<file path="src/hdl/ilk_pkg.sv">
// Package for the interlock diagnostic controller: register map, flash codes, timing.
// Assumes a 20 MHz single clock domain and a classic Wishbone register slave.
package ilk_pkg;

  // ----------------------------------------------------------------
  // Timing
  // ----------------------------------------------------------------
  localparam int unsigned CLK_HZ = 20000000;           // System clock rate
  localparam int unsigned SHUTDOWN_DELAY_MIN = 30;     // Warning to failure delay, minutes
  localparam int unsigned YEL_FLASH_HZ = 3;            // Yellow flash rate
  localparam int unsigned RED_PULSE_MS = 200;          // Red pulse on and off time
  localparam int unsigned RED_PAUSE_MS = 1200;         // Dark gap between code groups
  localparam int unsigned TICK_MS = 1;                 // Base tick period
  localparam int unsigned TICK_CYC = CLK_HZ / 1000 * TICK_MS;
  localparam int unsigned YEL_HALF_TICKS = 1000 / (YEL_FLASH_HZ * 2) / TICK_MS;
  localparam int unsigned RED_PULSE_TICKS = RED_PULSE_MS / TICK_MS;
  localparam int unsigned RED_PAUSE_TICKS = RED_PAUSE_MS / TICK_MS;
  localparam int unsigned SHUTDOWN_TICKS = SHUTDOWN_DELAY_MIN * 60 * 1000 / TICK_MS;

  // ----------------------------------------------------------------
  // Flash codes (pulse count per group)
  // ----------------------------------------------------------------
  localparam logic [2:0] CODE_NONE = 3'h0;
  localparam logic [2:0] CODE_OUT_A = 3'h1;
  localparam logic [2:0] CODE_OUT_B = 3'h2;
  localparam logic [2:0] CODE_CROSS = 3'h3;
  localparam logic [2:0] CODE_TEMP = 3'h4;
  localparam logic [2:0] CODE_ACT = 3'h5;
  localparam logic [2:0] CODE_COMBO = 3'h6;
  localparam logic [2:0] CODE_INTERNAL = 3'h7;         // Shown as steady red

  // ----------------------------------------------------------------
  // Register map (byte addresses)
  // ----------------------------------------------------------------
  localparam logic [3:0] ADDR_CTRL = 4'h0;             // Control
  localparam logic [3:0] ADDR_STATUS = 4'h4;           // Status, read only
  localparam logic [3:0] ADDR_OUTS = 4'h8;             // Output levels, read only
  localparam logic [3:0] ADDR_TIMER = 4'hC;            // Warning timer, read only
  localparam int unsigned CTRL_BIT_ENABLE = 0;         // Device ready
  localparam int unsigned CTRL_BIT_LOCK = 1;           // Solenoid lock command
  localparam logic [1:0] CTRL_RESET = 2'h1;

  // Red flash sequencer states
  typedef enum logic [2:0] {
    RED_DARK = 3'b001,
    RED_ON = 3'b010,
    RED_OFF = 3'b100
  } ilk_red_t;

endpackage : ilk_pkg

</file>
<file path="src/hdl/ilk_diag.sv">
// Interlock diagnostic controller: safety outputs, diagnostic output, LEDs, warning timer.
// Sensor and self-test inputs arrive asynchronously and are synchronised here.
//
// Design decisions made here: the Wishbone register port and the register addresses.
`timescale 1ns/10ps
module ilk_diag
  import ilk_pkg::*;
#(
  parameter int unsigned SHUTDOWN_TICKS_P = SHUTDOWN_TICKS,   // Warning delay in ticks
  parameter int unsigned TICK_CYC_P = TICK_CYC                 // Clocks per tick
) (
  // Clock and reset
  input wire logic clk_i,
  input wire logic rst_i,
  // Wishbone slave
  input wire logic wb_cyc_i,
  input wire logic wb_stb_i,
  input wire logic wb_we_i,
  input wire logic [3:0] wb_adr_i,
  input wire logic [3:0] wb_sel_i,
  input wire logic [31:0] wb_dat_i,
  output logic [31:0] wb_dat_o,
  output logic wb_ack_o,
  // Sensing inputs (asynchronous)
  input wire logic guard_closed_i,
  input wire logic actuator_in_i,
  input wire logic actuator_marginal_i,
  input wire logic lock_target_i,
  // Fault detectors (asynchronous levels)
  input wire logic fault_out_a_i,
  input wire logic fault_out_b_i,
  input wire logic fault_cross_i,
  input wire logic fault_temp_i,
  input wire logic fault_actuator_i,
  input wire logic fault_combo_i,
  input wire logic fault_internal_i,
  // Safety and diagnostic outputs
  output logic guard_safety_out_a_o,
  output logic guard_safety_out_b_o,
  output logic lock_safety_out_a_o,
  output logic lock_safety_out_b_o,
  output logic diag_out_o,
  // Indicators
  output logic led_green_o,
  output logic led_yellow_o,
  output logic led_red_o
);

  // ----------------------------------------------------------------
  // Input synchronisers
  // ----------------------------------------------------------------
  localparam int unsigned NSYNC = 11;
  logic [NSYNC-1:0] raw_in;
  logic [NSYNC-1:0] sync1_reg;   // First stage, read only by second stage
  logic [NSYNC-1:0] sync2_reg;   // Stable copy used by all logic
  assign raw_in = {fault_internal_i, fault_combo_i, fault_actuator_i, fault_temp_i,
                   fault_cross_i, fault_out_b_i, fault_out_a_i, lock_target_i,
                   actuator_marginal_i, actuator_in_i, guard_closed_i};

  // Two flops per bit; pins are asynchronous to clk_i
  genvar gi;
  generate
    for (gi = 0; gi < NSYNC; gi++) begin : g_sync
      always_ff @(posedge clk_i) begin
        if (rst_i) begin
          sync1_reg[gi] <= 1'b0;
          sync2_reg[gi] <= 1'b0;
        end else begin
          sync1_reg[gi] <= raw_in[gi];
          sync2_reg[gi] <= sync1_reg[gi];
        end
      end
    end
  endgenerate

  logic guard_closed, act_in, act_marginal, lock_tgt;
  logic f_out_a, f_out_b, f_cross, f_temp, f_act, f_combo, f_int;
  assign {f_int, f_combo, f_act, f_temp, f_cross, f_out_b, f_out_a, lock_tgt,
          act_marginal, act_in, guard_closed} = sync2_reg;

  // ----------------------------------------------------------------
  // Tick divider (1 ms enable)
  // ----------------------------------------------------------------
  logic [31:0] div_reg, div_next;
  logic tick;
  assign tick = (div_reg == 32'(TICK_CYC_P - 1));

  // Next divider value
  always_comb begin
    div_next = tick ? 32'h0 : div_reg + 32'h1;
  end

  // Divider register
  always_ff @(posedge clk_i) begin
    if (rst_i) begin
      div_reg <= 32'h0;
    end else begin
      div_reg <= div_next;
    end
  end

  // ----------------------------------------------------------------
  // Control register
  // ----------------------------------------------------------------
  logic [1:0] ctrl_reg, ctrl_next;
  logic ack_reg, ack_next;
  logic [31:0] rdat_reg, rdat_next;
  logic wb_req;
  assign wb_req = wb_cyc_i && wb_stb_i && !ack_reg;   // Drop ack one cycle after giving it

  logic ready;
  logic lock_cmd;
  assign ready = ctrl_reg[CTRL_BIT_ENABLE];
  assign lock_cmd = ctrl_reg[CTRL_BIT_LOCK];

  // ----------------------------------------------------------------
  // Fault classification
  // ----------------------------------------------------------------
  // Priority: internal, then combination, actuator, then warning classes
  logic warn_any, imm_any;
  logic [2:0] warn_code, imm_code;
  assign imm_any = f_int || f_combo || f_act;
  assign warn_any = f_out_a || f_out_b || f_cross || f_temp;

  // Immediate fault code
  always_comb begin
    if (f_int) begin
      imm_code = CODE_INTERNAL;
    end else if (f_combo) begin
      imm_code = CODE_COMBO;
    end else if (f_act) begin
      imm_code = CODE_ACT;
    end else begin
      imm_code = CODE_NONE;
    end
  end

  // Warning code; both outputs faulty counts as cross-wire
  always_comb begin
    if (f_cross || (f_out_a && f_out_b)) begin
      warn_code = CODE_CROSS;
    end else if (f_temp) begin
      warn_code = CODE_TEMP;
    end else if (f_out_a) begin
      warn_code = CODE_OUT_A;
    end else if (f_out_b) begin
      warn_code = CODE_OUT_B;
    end else begin
      warn_code = CODE_NONE;
    end
  end

  // ----------------------------------------------------------------
  // Warning timer and latched failure
  // ----------------------------------------------------------------
  logic [31:0] wtim_reg, wtim_next;
  logic fail_reg, fail_next;            // Latched failure
  logic [2:0] fcode_reg, fcode_next;    // Code captured at failure
  logic seen_open_reg, seen_open_next;  // Guard opened since cause removed

  // Warning runs the timer; expiry or an immediate fault latches a failure
  always_comb begin
    wtim_next = wtim_reg;
    fail_next = fail_reg;
    fcode_next = fcode_reg;
    seen_open_next = seen_open_reg;
    if (warn_any && !fail_reg) begin
      if (tick && wtim_reg < SHUTDOWN_TICKS_P) begin
        wtim_next = wtim_reg + 32'h1;
      end
    end else if (!warn_any) begin
      wtim_next = 32'h0;
    end
    if (imm_any) begin
      fail_next = 1'b1;
      fcode_next = imm_code;
      seen_open_next = 1'b0;
    end else if (warn_any && wtim_reg >= SHUTDOWN_TICKS_P) begin
      fail_next = 1'b1;
      if (!fail_reg) begin
        fcode_next = warn_code;
      end
      seen_open_next = 1'b0;
    end else if (fail_reg) begin
      // Cause gone: wait for open then close of the guard
      if (!guard_closed) begin
        seen_open_next = 1'b1;
      end else if (seen_open_reg) begin
        fail_next = 1'b0;
        seen_open_next = 1'b0;
        fcode_next = CODE_NONE;
      end
    end
  end

  // Failure state registers
  always_ff @(posedge clk_i) begin
    if (rst_i) begin
      wtim_reg <= 32'h0;
      fail_reg <= 1'b0;
      fcode_reg <= CODE_NONE;
      seen_open_reg <= 1'b0;
    end else begin
      wtim_reg <= wtim_next;
      fail_reg <= fail_next;
      fcode_reg <= fcode_next;
      seen_open_reg <= seen_open_next;
    end
  end

  // ----------------------------------------------------------------
  // Output decision
  // ----------------------------------------------------------------
  logic warning;
  logic locked;
  logic [2:0] shown_code;
  assign warning = warn_any && !fail_reg;
  assign locked = act_in && lock_tgt && lock_cmd;
  assign shown_code = fail_reg ? fcode_reg : (warning ? warn_code : CODE_NONE);

  logic ga_next, gb_next, la_next, lb_next, dg_next;
  logic ga_reg, gb_reg, la_reg, lb_reg, dg_reg;
  logic yel_mode_next, yel_flash_next;   // Yellow on, and flashing
  logic yel_mode_reg, yel_flash_reg;

  // Output levels per system condition
  always_comb begin
    ga_next = 1'b0;
    gb_next = 1'b0;
    la_next = 1'b0;
    lb_next = 1'b1;
    dg_next = 1'b0;
    yel_mode_next = 1'b0;
    yel_flash_next = 1'b0;
    if (!ready) begin
      // Not ready: everything safe
    end else if (fail_reg) begin
      la_next = 1'b1;
      lb_next = 1'b0;
    end else if (!guard_closed) begin
      // Guard open: defaults hold
    end else if (!act_in) begin
      ga_next = 1'b1;
      gb_next = 1'b1;
      yel_mode_next = 1'b1;
      yel_flash_next = 1'b1;
    end else if (!locked) begin
      ga_next = 1'b1;
      gb_next = 1'b1;
      dg_next = !warning;
      yel_mode_next = 1'b1;
      yel_flash_next = 1'b1;
    end else begin
      ga_next = 1'b1;
      gb_next = 1'b1;
      la_next = 1'b1;
      lb_next = 1'b0;
      dg_next = !warning;
      yel_mode_next = 1'b1;
      yel_flash_next = act_marginal;
    end
  end

  // Output registers
  always_ff @(posedge clk_i) begin
    if (rst_i) begin
      ga_reg <= 1'b0;
      gb_reg <= 1'b0;
      la_reg <= 1'b0;
      lb_reg <= 1'b1;
      dg_reg <= 1'b0;
      yel_mode_reg <= 1'b0;
      yel_flash_reg <= 1'b0;
    end else begin
      ga_reg <= ga_next;
      gb_reg <= gb_next;
      la_reg <= la_next;
      lb_reg <= lb_next;
      dg_reg <= dg_next;
      yel_mode_reg <= yel_mode_next;
      yel_flash_reg <= yel_flash_next;
    end
  end

  // ----------------------------------------------------------------
  // Yellow flasher (3 Hz)
  // ----------------------------------------------------------------
  logic [15:0] ycnt_reg, ycnt_next;
  logic yph_reg, yph_next;

  // Half-period counter toggles the phase
  always_comb begin
    ycnt_next = ycnt_reg;
    yph_next = yph_reg;
    if (tick) begin
      if (ycnt_reg == 16'(YEL_HALF_TICKS - 1)) begin
        ycnt_next = 16'h0;
        yph_next = !yph_reg;
      end else begin
        ycnt_next = ycnt_reg + 16'h1;
      end
    end
  end

  // Yellow phase registers
  always_ff @(posedge clk_i) begin
    if (rst_i) begin
      ycnt_reg <= 16'h0;
      yph_reg <= 1'b0;
    end else begin
      ycnt_reg <= ycnt_next;
      yph_reg <= yph_next;
    end
  end

  // ----------------------------------------------------------------
  // Red flash-code sequencer
  // ----------------------------------------------------------------
  ilk_red_t rst_state_reg, rst_state_next;
  logic [15:0] rcnt_reg, rcnt_next;
  logic [2:0] rpul_reg, rpul_next;     // Pulses left in group
  logic [2:0] rcode;
  assign rcode = shown_code;

  // Pulse group then long pause; code latched at group start
  always_comb begin
    rst_state_next = rst_state_reg;
    rcnt_next = rcnt_reg;
    rpul_next = rpul_reg;
    if (tick) begin
      rcnt_next = rcnt_reg + 16'h1;
      case (rst_state_reg)
        RED_DARK: begin
          if (rcnt_reg >= 16'(RED_PAUSE_TICKS - 1)) begin
            rcnt_next = 16'h0;
            if (rcode != CODE_NONE && rcode != CODE_INTERNAL) begin
              rst_state_next = RED_ON;
              rpul_next = rcode;
            end
          end
        end
        RED_ON: begin
          if (rcnt_reg >= 16'(RED_PULSE_TICKS - 1)) begin
            rcnt_next = 16'h0;
            rpul_next = rpul_reg - 3'h1;
            rst_state_next = RED_OFF;
          end
        end
        RED_OFF: begin
          if (rcnt_reg >= 16'(RED_PULSE_TICKS - 1)) begin
            rcnt_next = 16'h0;
            rst_state_next = (rpul_reg == 3'h0) ? RED_DARK : RED_ON;
          end
        end
        default: begin
          rst_state_next = RED_DARK;
          rcnt_next = 16'h0;
        end
      endcase
    end
    // Nothing to show: drop any group, so a later fault starts a full one
    if (rcode == CODE_NONE) begin
      rst_state_next = RED_DARK;
    end
  end

  // Red sequencer registers
  always_ff @(posedge clk_i) begin
    if (rst_i) begin
      rst_state_reg <= RED_DARK;
      rcnt_reg <= 16'h0;
      rpul_reg <= 3'h0;
    end else begin
      rst_state_reg <= rst_state_next;
      rcnt_reg <= rcnt_next;
      rpul_reg <= rpul_next;
    end
  end

  // ----------------------------------------------------------------
  // Wishbone slave: single-cycle registered ack
  // ----------------------------------------------------------------
  always_comb begin
    ctrl_next = ctrl_reg;
    ack_next = wb_req;
    rdat_next = rdat_reg;
    if (wb_req) begin
      rdat_next = 32'h0;                                 // Unmapped reads as zero
      if (wb_we_i) begin
        if (wb_adr_i == ADDR_CTRL && wb_sel_i[0]) begin
          ctrl_next = wb_dat_i[1:0];
        end
      end else begin
        case (wb_adr_i)
          ADDR_CTRL: rdat_next = {30'h0, ctrl_reg};
          ADDR_STATUS: rdat_next = {20'h0, shown_code, fail_reg, warning,
                                    f_int, f_combo, f_act, f_temp, f_cross, f_out_b, f_out_a};
          ADDR_OUTS: rdat_next = {24'h0, yel_mode_reg, led_red_o, dg_reg, lb_reg, la_reg,
                                  gb_reg, ga_reg, ready};
          ADDR_TIMER: rdat_next = wtim_reg;
          default: rdat_next = 32'h0;
        endcase
      end
    end
  end

  // Bus registers
  always_ff @(posedge clk_i) begin
    if (rst_i) begin
      ctrl_reg <= CTRL_RESET;
      ack_reg <= 1'b0;
      rdat_reg <= 32'h0;
    end else begin
      ctrl_reg <= ctrl_next;
      ack_reg <= ack_next;
      rdat_reg <= rdat_next;
    end
  end

  // ----------------------------------------------------------------
  // Output assignments
  // ----------------------------------------------------------------
  assign wb_ack_o = ack_reg;
  assign wb_dat_o = rdat_reg;
  assign guard_safety_out_a_o = ga_reg;
  assign guard_safety_out_b_o = gb_reg;
  assign lock_safety_out_a_o = la_reg;
  assign lock_safety_out_b_o = lb_reg;
  assign diag_out_o = dg_reg;
  assign led_green_o = ready;
  // Yellow off on failure since mode clears there
  assign led_yellow_o = yel_mode_reg && (!yel_flash_reg || yph_reg);
  // Steady red for internal failure, coded flashes otherwise
  // A group cut short by a cleared fault goes dark at once
  assign led_red_o = (shown_code == CODE_INTERNAL) ||
                     (rst_state_reg == RED_ON && shown_code != CODE_NONE);

endmodule : ilk_diag

</file>
<file path="config.mk">
export PLATFORM = sky130hd
export DESIGN_NAME = ilk_diag
export DESIGN_NICKNAME = d
export VERILOG_FILES = /design/src/hdl/ilk_pkg.sv /design/src/hdl/ilk_diag.sv
export SDC_FILE = /design/constraint.sdc
export NUM_CORES = 1
export LEC_CHECK = 0
export ABC_AREA = 1
export ABC_CLOCK_PERIOD_IN_PS = 1650
export BUFFER_PORTS_ARGS = -buffer_cell sky130_fd_sc_hd__buf_4
export CAP_MARGIN = 20
export CORE_MARGIN = 2
export CORE_UTILIZATION = 45
export DETAILED_ROUTE_END_ITERATION = 8
export PLACE_DENSITY = 0.67
export SYNTH_ARGS = -nofsm -noshare
export SYNTH_HDL_FRONTEND = slang
export SYNTH_SLANG_ARGS = --single-unit
export TNS_END_PERCENT = 10
</file>
<file path="constraint.sdc">
create_clock -name clk_i -period 1.65 [get_ports clk_i]
set_input_delay 0.2475 -clock clk_i [delete_from_list [all_inputs] [get_ports clk_i]]
set_output_delay 0.2475 -clock clk_i [all_outputs]
set_load 0.01 [all_outputs]
</file>
==> run metrics <==
total number of placement rows 50; combinational group share of total power 7.1%; violated checks setup timing; aggregate global-route resource usage 23.8%; internal power 7.02 mW; number of library cell types mapped by synthesis 48; start point of the worst hold path fault_out_b_i; Final TNS setup -12.06 ns; number of stages on the worst hold path 3; depth of the most critical reg-to-reg path 12; first-pass detailed-route iteration total 5; PwrDens 785 nW/um2; share of async-settable or async-resettable flops after synthesis 0%; routability congestion estimate 0.898; initial antenna violation count 0; top metal layer carrying routed signals met4; timing-limited maximum frequency 515 MHz; H-tree depth 4; Remaining DRCs 0; routed wire length on met3 1320 um; via count 8,673; number of enable-type register cells in the synthesized netlist 0; storage element area 3430 um2; Num CTS Buffers 17; reg-to-reg startpoint div_reg[1]; initial standard-cell utilization of the core 45.6%; Worst setup EP type primary output; setup slack on the worst flop-to-flop path -0.24 ns; Post-Syn Nets 1,271; routed length per instance 14.0 um; required time of the critical path 1.40 ns; pin count of the biggest net entering global routing 29; Layout area overhead 36.9%; CTS tree built; end point of the worst hold path sync1_reg[5]; CTS Sinks 170; clock slew at the register clock pins of the worst setup and hold paths 0.06 ns; wire length on met2 11,100 um; CTS Hold Bufs 0; Post-DRT Antenna Nets 0; share of total power consumed by net switching 22.9%; top cells by area in the synthesized netlist dfxtp_1, nand2_1, nor2_1; net switching power 2.09 mW; count of yosys warnings during synthesis 0; biggest area consumer among synthesized cells dfxtp_1; fraction of post-synthesis cell area in the top cell type by area 40.2%; startpoint kind of the worst setup timing path flop; detailed-route wire length on metal 1 10,700 um; Setup violations, final 86; first-iteration detailed-routing DRC count 659; min cycle time layout 1.94 ns; worst voltage drop across the vdd grid 0.828 mV; count of filler cells inserted in the layout 1,624; number of placed I/O pins 97; buffer type at the clock tree root clkbuf_16; share of the core filled with cells in the final layout 62.4%; area of combinational cells with multiple inputs 4630 um2; Total Die Area 19,900 um2; via count of the first global-routing pass 8,387; sequential area share after synthesis 40.2%; max-cap check violation count 0; worst clock skew 0.0106 ns; diode insertion count for antenna repair 0; die outline width 141 um; clk_lat worst skew 0.44 ns; transition time at the pin with the least slew margin 0.483 ns; leakage power of the design 4.77 nW; classification of the worst setup path flop to primary output; number of standard cells after synthesis 1,207; Slew headroom 67.5%; clock network fraction of design power 47.1%; count of final hold-check violations 0; mean post-synth cell area 7.02 um2; class of the tightest hold or removal check primary input to flop; status complete, but fails checks; Port Buffer Count 63; overflow left after global routing 0; worst setup margin -0.291 ns; post-synthesis sequential element count 170; share of final-layout standard cells stronger than drive strength 1 29.0%; launching element of the worst setup path f_cross; Synth Cell Area 8470 um2; die height 141 um; count of pins over their slew limit 0; maximum root-to-sink buffer count 2; overall power 9.11 mW; Total Routed Length 23,600 um; Core Area 18,600 um2; Post-DP HPWL 16,600 um; maximum fanout along the worst path 4; post-DR vias/cell 5.16; most frequently used cell type in the post-synthesis netlist nand2_1; unrepaired setup endpoints after global routing true; period utilisation layout 118%; dominant register cell in the synthesized netlist dfxtp_1; share of total power in sequential cells 45.8%; arrival time reported for the critical path endpoint 1.69 ns; Synth top cells by count nand2_1, dfxtp_1, nor2_1; wire length of the first global-routing pass 38,600 um; Critical R2R Capture wtim_reg[11]; Final nets 1,498
-- routing by layer --
| metal | track usage [%] | vias to the layer above |
|---|---|---|
| li1 | - | 4369 |
| met1 | 30.2 | 4017 |
| met2 | 39.7 | 248 |
| met3 | 5.74 | 39 |
| met4 | 8.26 | 0 |
| met5 | 0 | - |
-- cell families after synthesis --
kind of cell,after synthesis,share of synthesized area [%]
AOI/OAI and AO/OA,148,9.85
adders and majority gates,8,1.18
buffers and inverters,201,9.67
DFF,170,40.2
and+or+nand+nor,643,35.3
xor gates and xnor gates,37,3.83
-- cell usage in the layout (no fill, tap or decap), types with 16 or more instances in the layout --
| master | netlist | final |
|---|---|---|
| nand2_1 | 250 | 229 |
| inv_2 | 7 | 16 |
| a21oi_1 | 75 | 60 |
| xor2_1 | 27 | 27 |
| nand2_2 | 9 | 22 |
| nand4_1 | 37 | 37 |
| o21ai_0 | 33 | 28 |
| inv_1 | 152 | 144 |
| nor3_1 | 45 | 42 |
| nor2_1 | 167 | 151 |
| clkbuf_16 | 0 | 17 |
| buf_4 | 2 | 226 |
| dfxtp_1 | 170 | 157 |
| nand3_1 | 77 | 68 |
-- power by group through the flow --
stage	sequential (mW)	combinational, mW	clock, mW
CTS	4.17	0.609	4.34
global route	4.17	0.699	4.51
floorplan	4.26	0.287	0
global placement	4.26	0.499	0
detailed placement	4.26	0.505	0
finish	4.17	0.646	4.29
-- worst max-delay path: stages, from the launching register on --
cell and delay [ns]:
dfxtp_4 0.37, nor2_4 0.17, nand2_4 0.09, nand2_4 0.07
nor2_2 0.04, nor2_2 0.16, nand2_2 0.09, inv_2 0.09
a21oi_4 0.05, buf_6 0.12
-- worst max path at each step --
| stage | slack (ns) | cells past startpoint | to |
|---|---|---|---|
| finish | -0.29 | 9 | led_red_o |
| global route | -0.36 | 9 | led_red_o |
| CTS | -0.30 | 9 | led_red_o |
| detailed placement | -0.22 | 9 | ycnt_reg[8] |
| global placement | -0.17 | 9 | ycnt_reg[8] |
| floorplan | -0.05 | 12 | wtim_reg[13] |
-- through the flow --
stage | instances | cell area, um2 | worst slack [ns] | hold WS, ns
6_report | 1680 | 11600 | -0.291 | 0.00872
5_1_grt | 1680 | 11600 | -0.362 | 0.0136
4_1_cts | 1673 | 11400 | -0.297 | 0.00350
3_5_place_dp | 1621 | 10300 | -0.221 | 0.396
3_3_place_gp | 1621 | 10300 | -0.173 | 0.390
2_1_floorplan | 1207 | 8490 | -0.0488 | 0.354
-- timing repair --
item / CTS / global route
setup endpoints to repair: 95 / 110
pin swaps: 21 / 30
hold endpoints to repair: 0 / 0
gates resized for setup: 74 / 61
gates cloned: 3 / 0
setup buffers: 19 / 13
-- area by class of cell --
cell class	count	area share, %
multi-input cells	836	39.9
flip-flops and latches	170	29.6
repair buffers	248	17.4
inverters	161	5.21
clock buffers	20	3.94
well taps	234	2.52
clock inverters	11	1.47
Note: power is estimated with default switching activity, not from simulation.
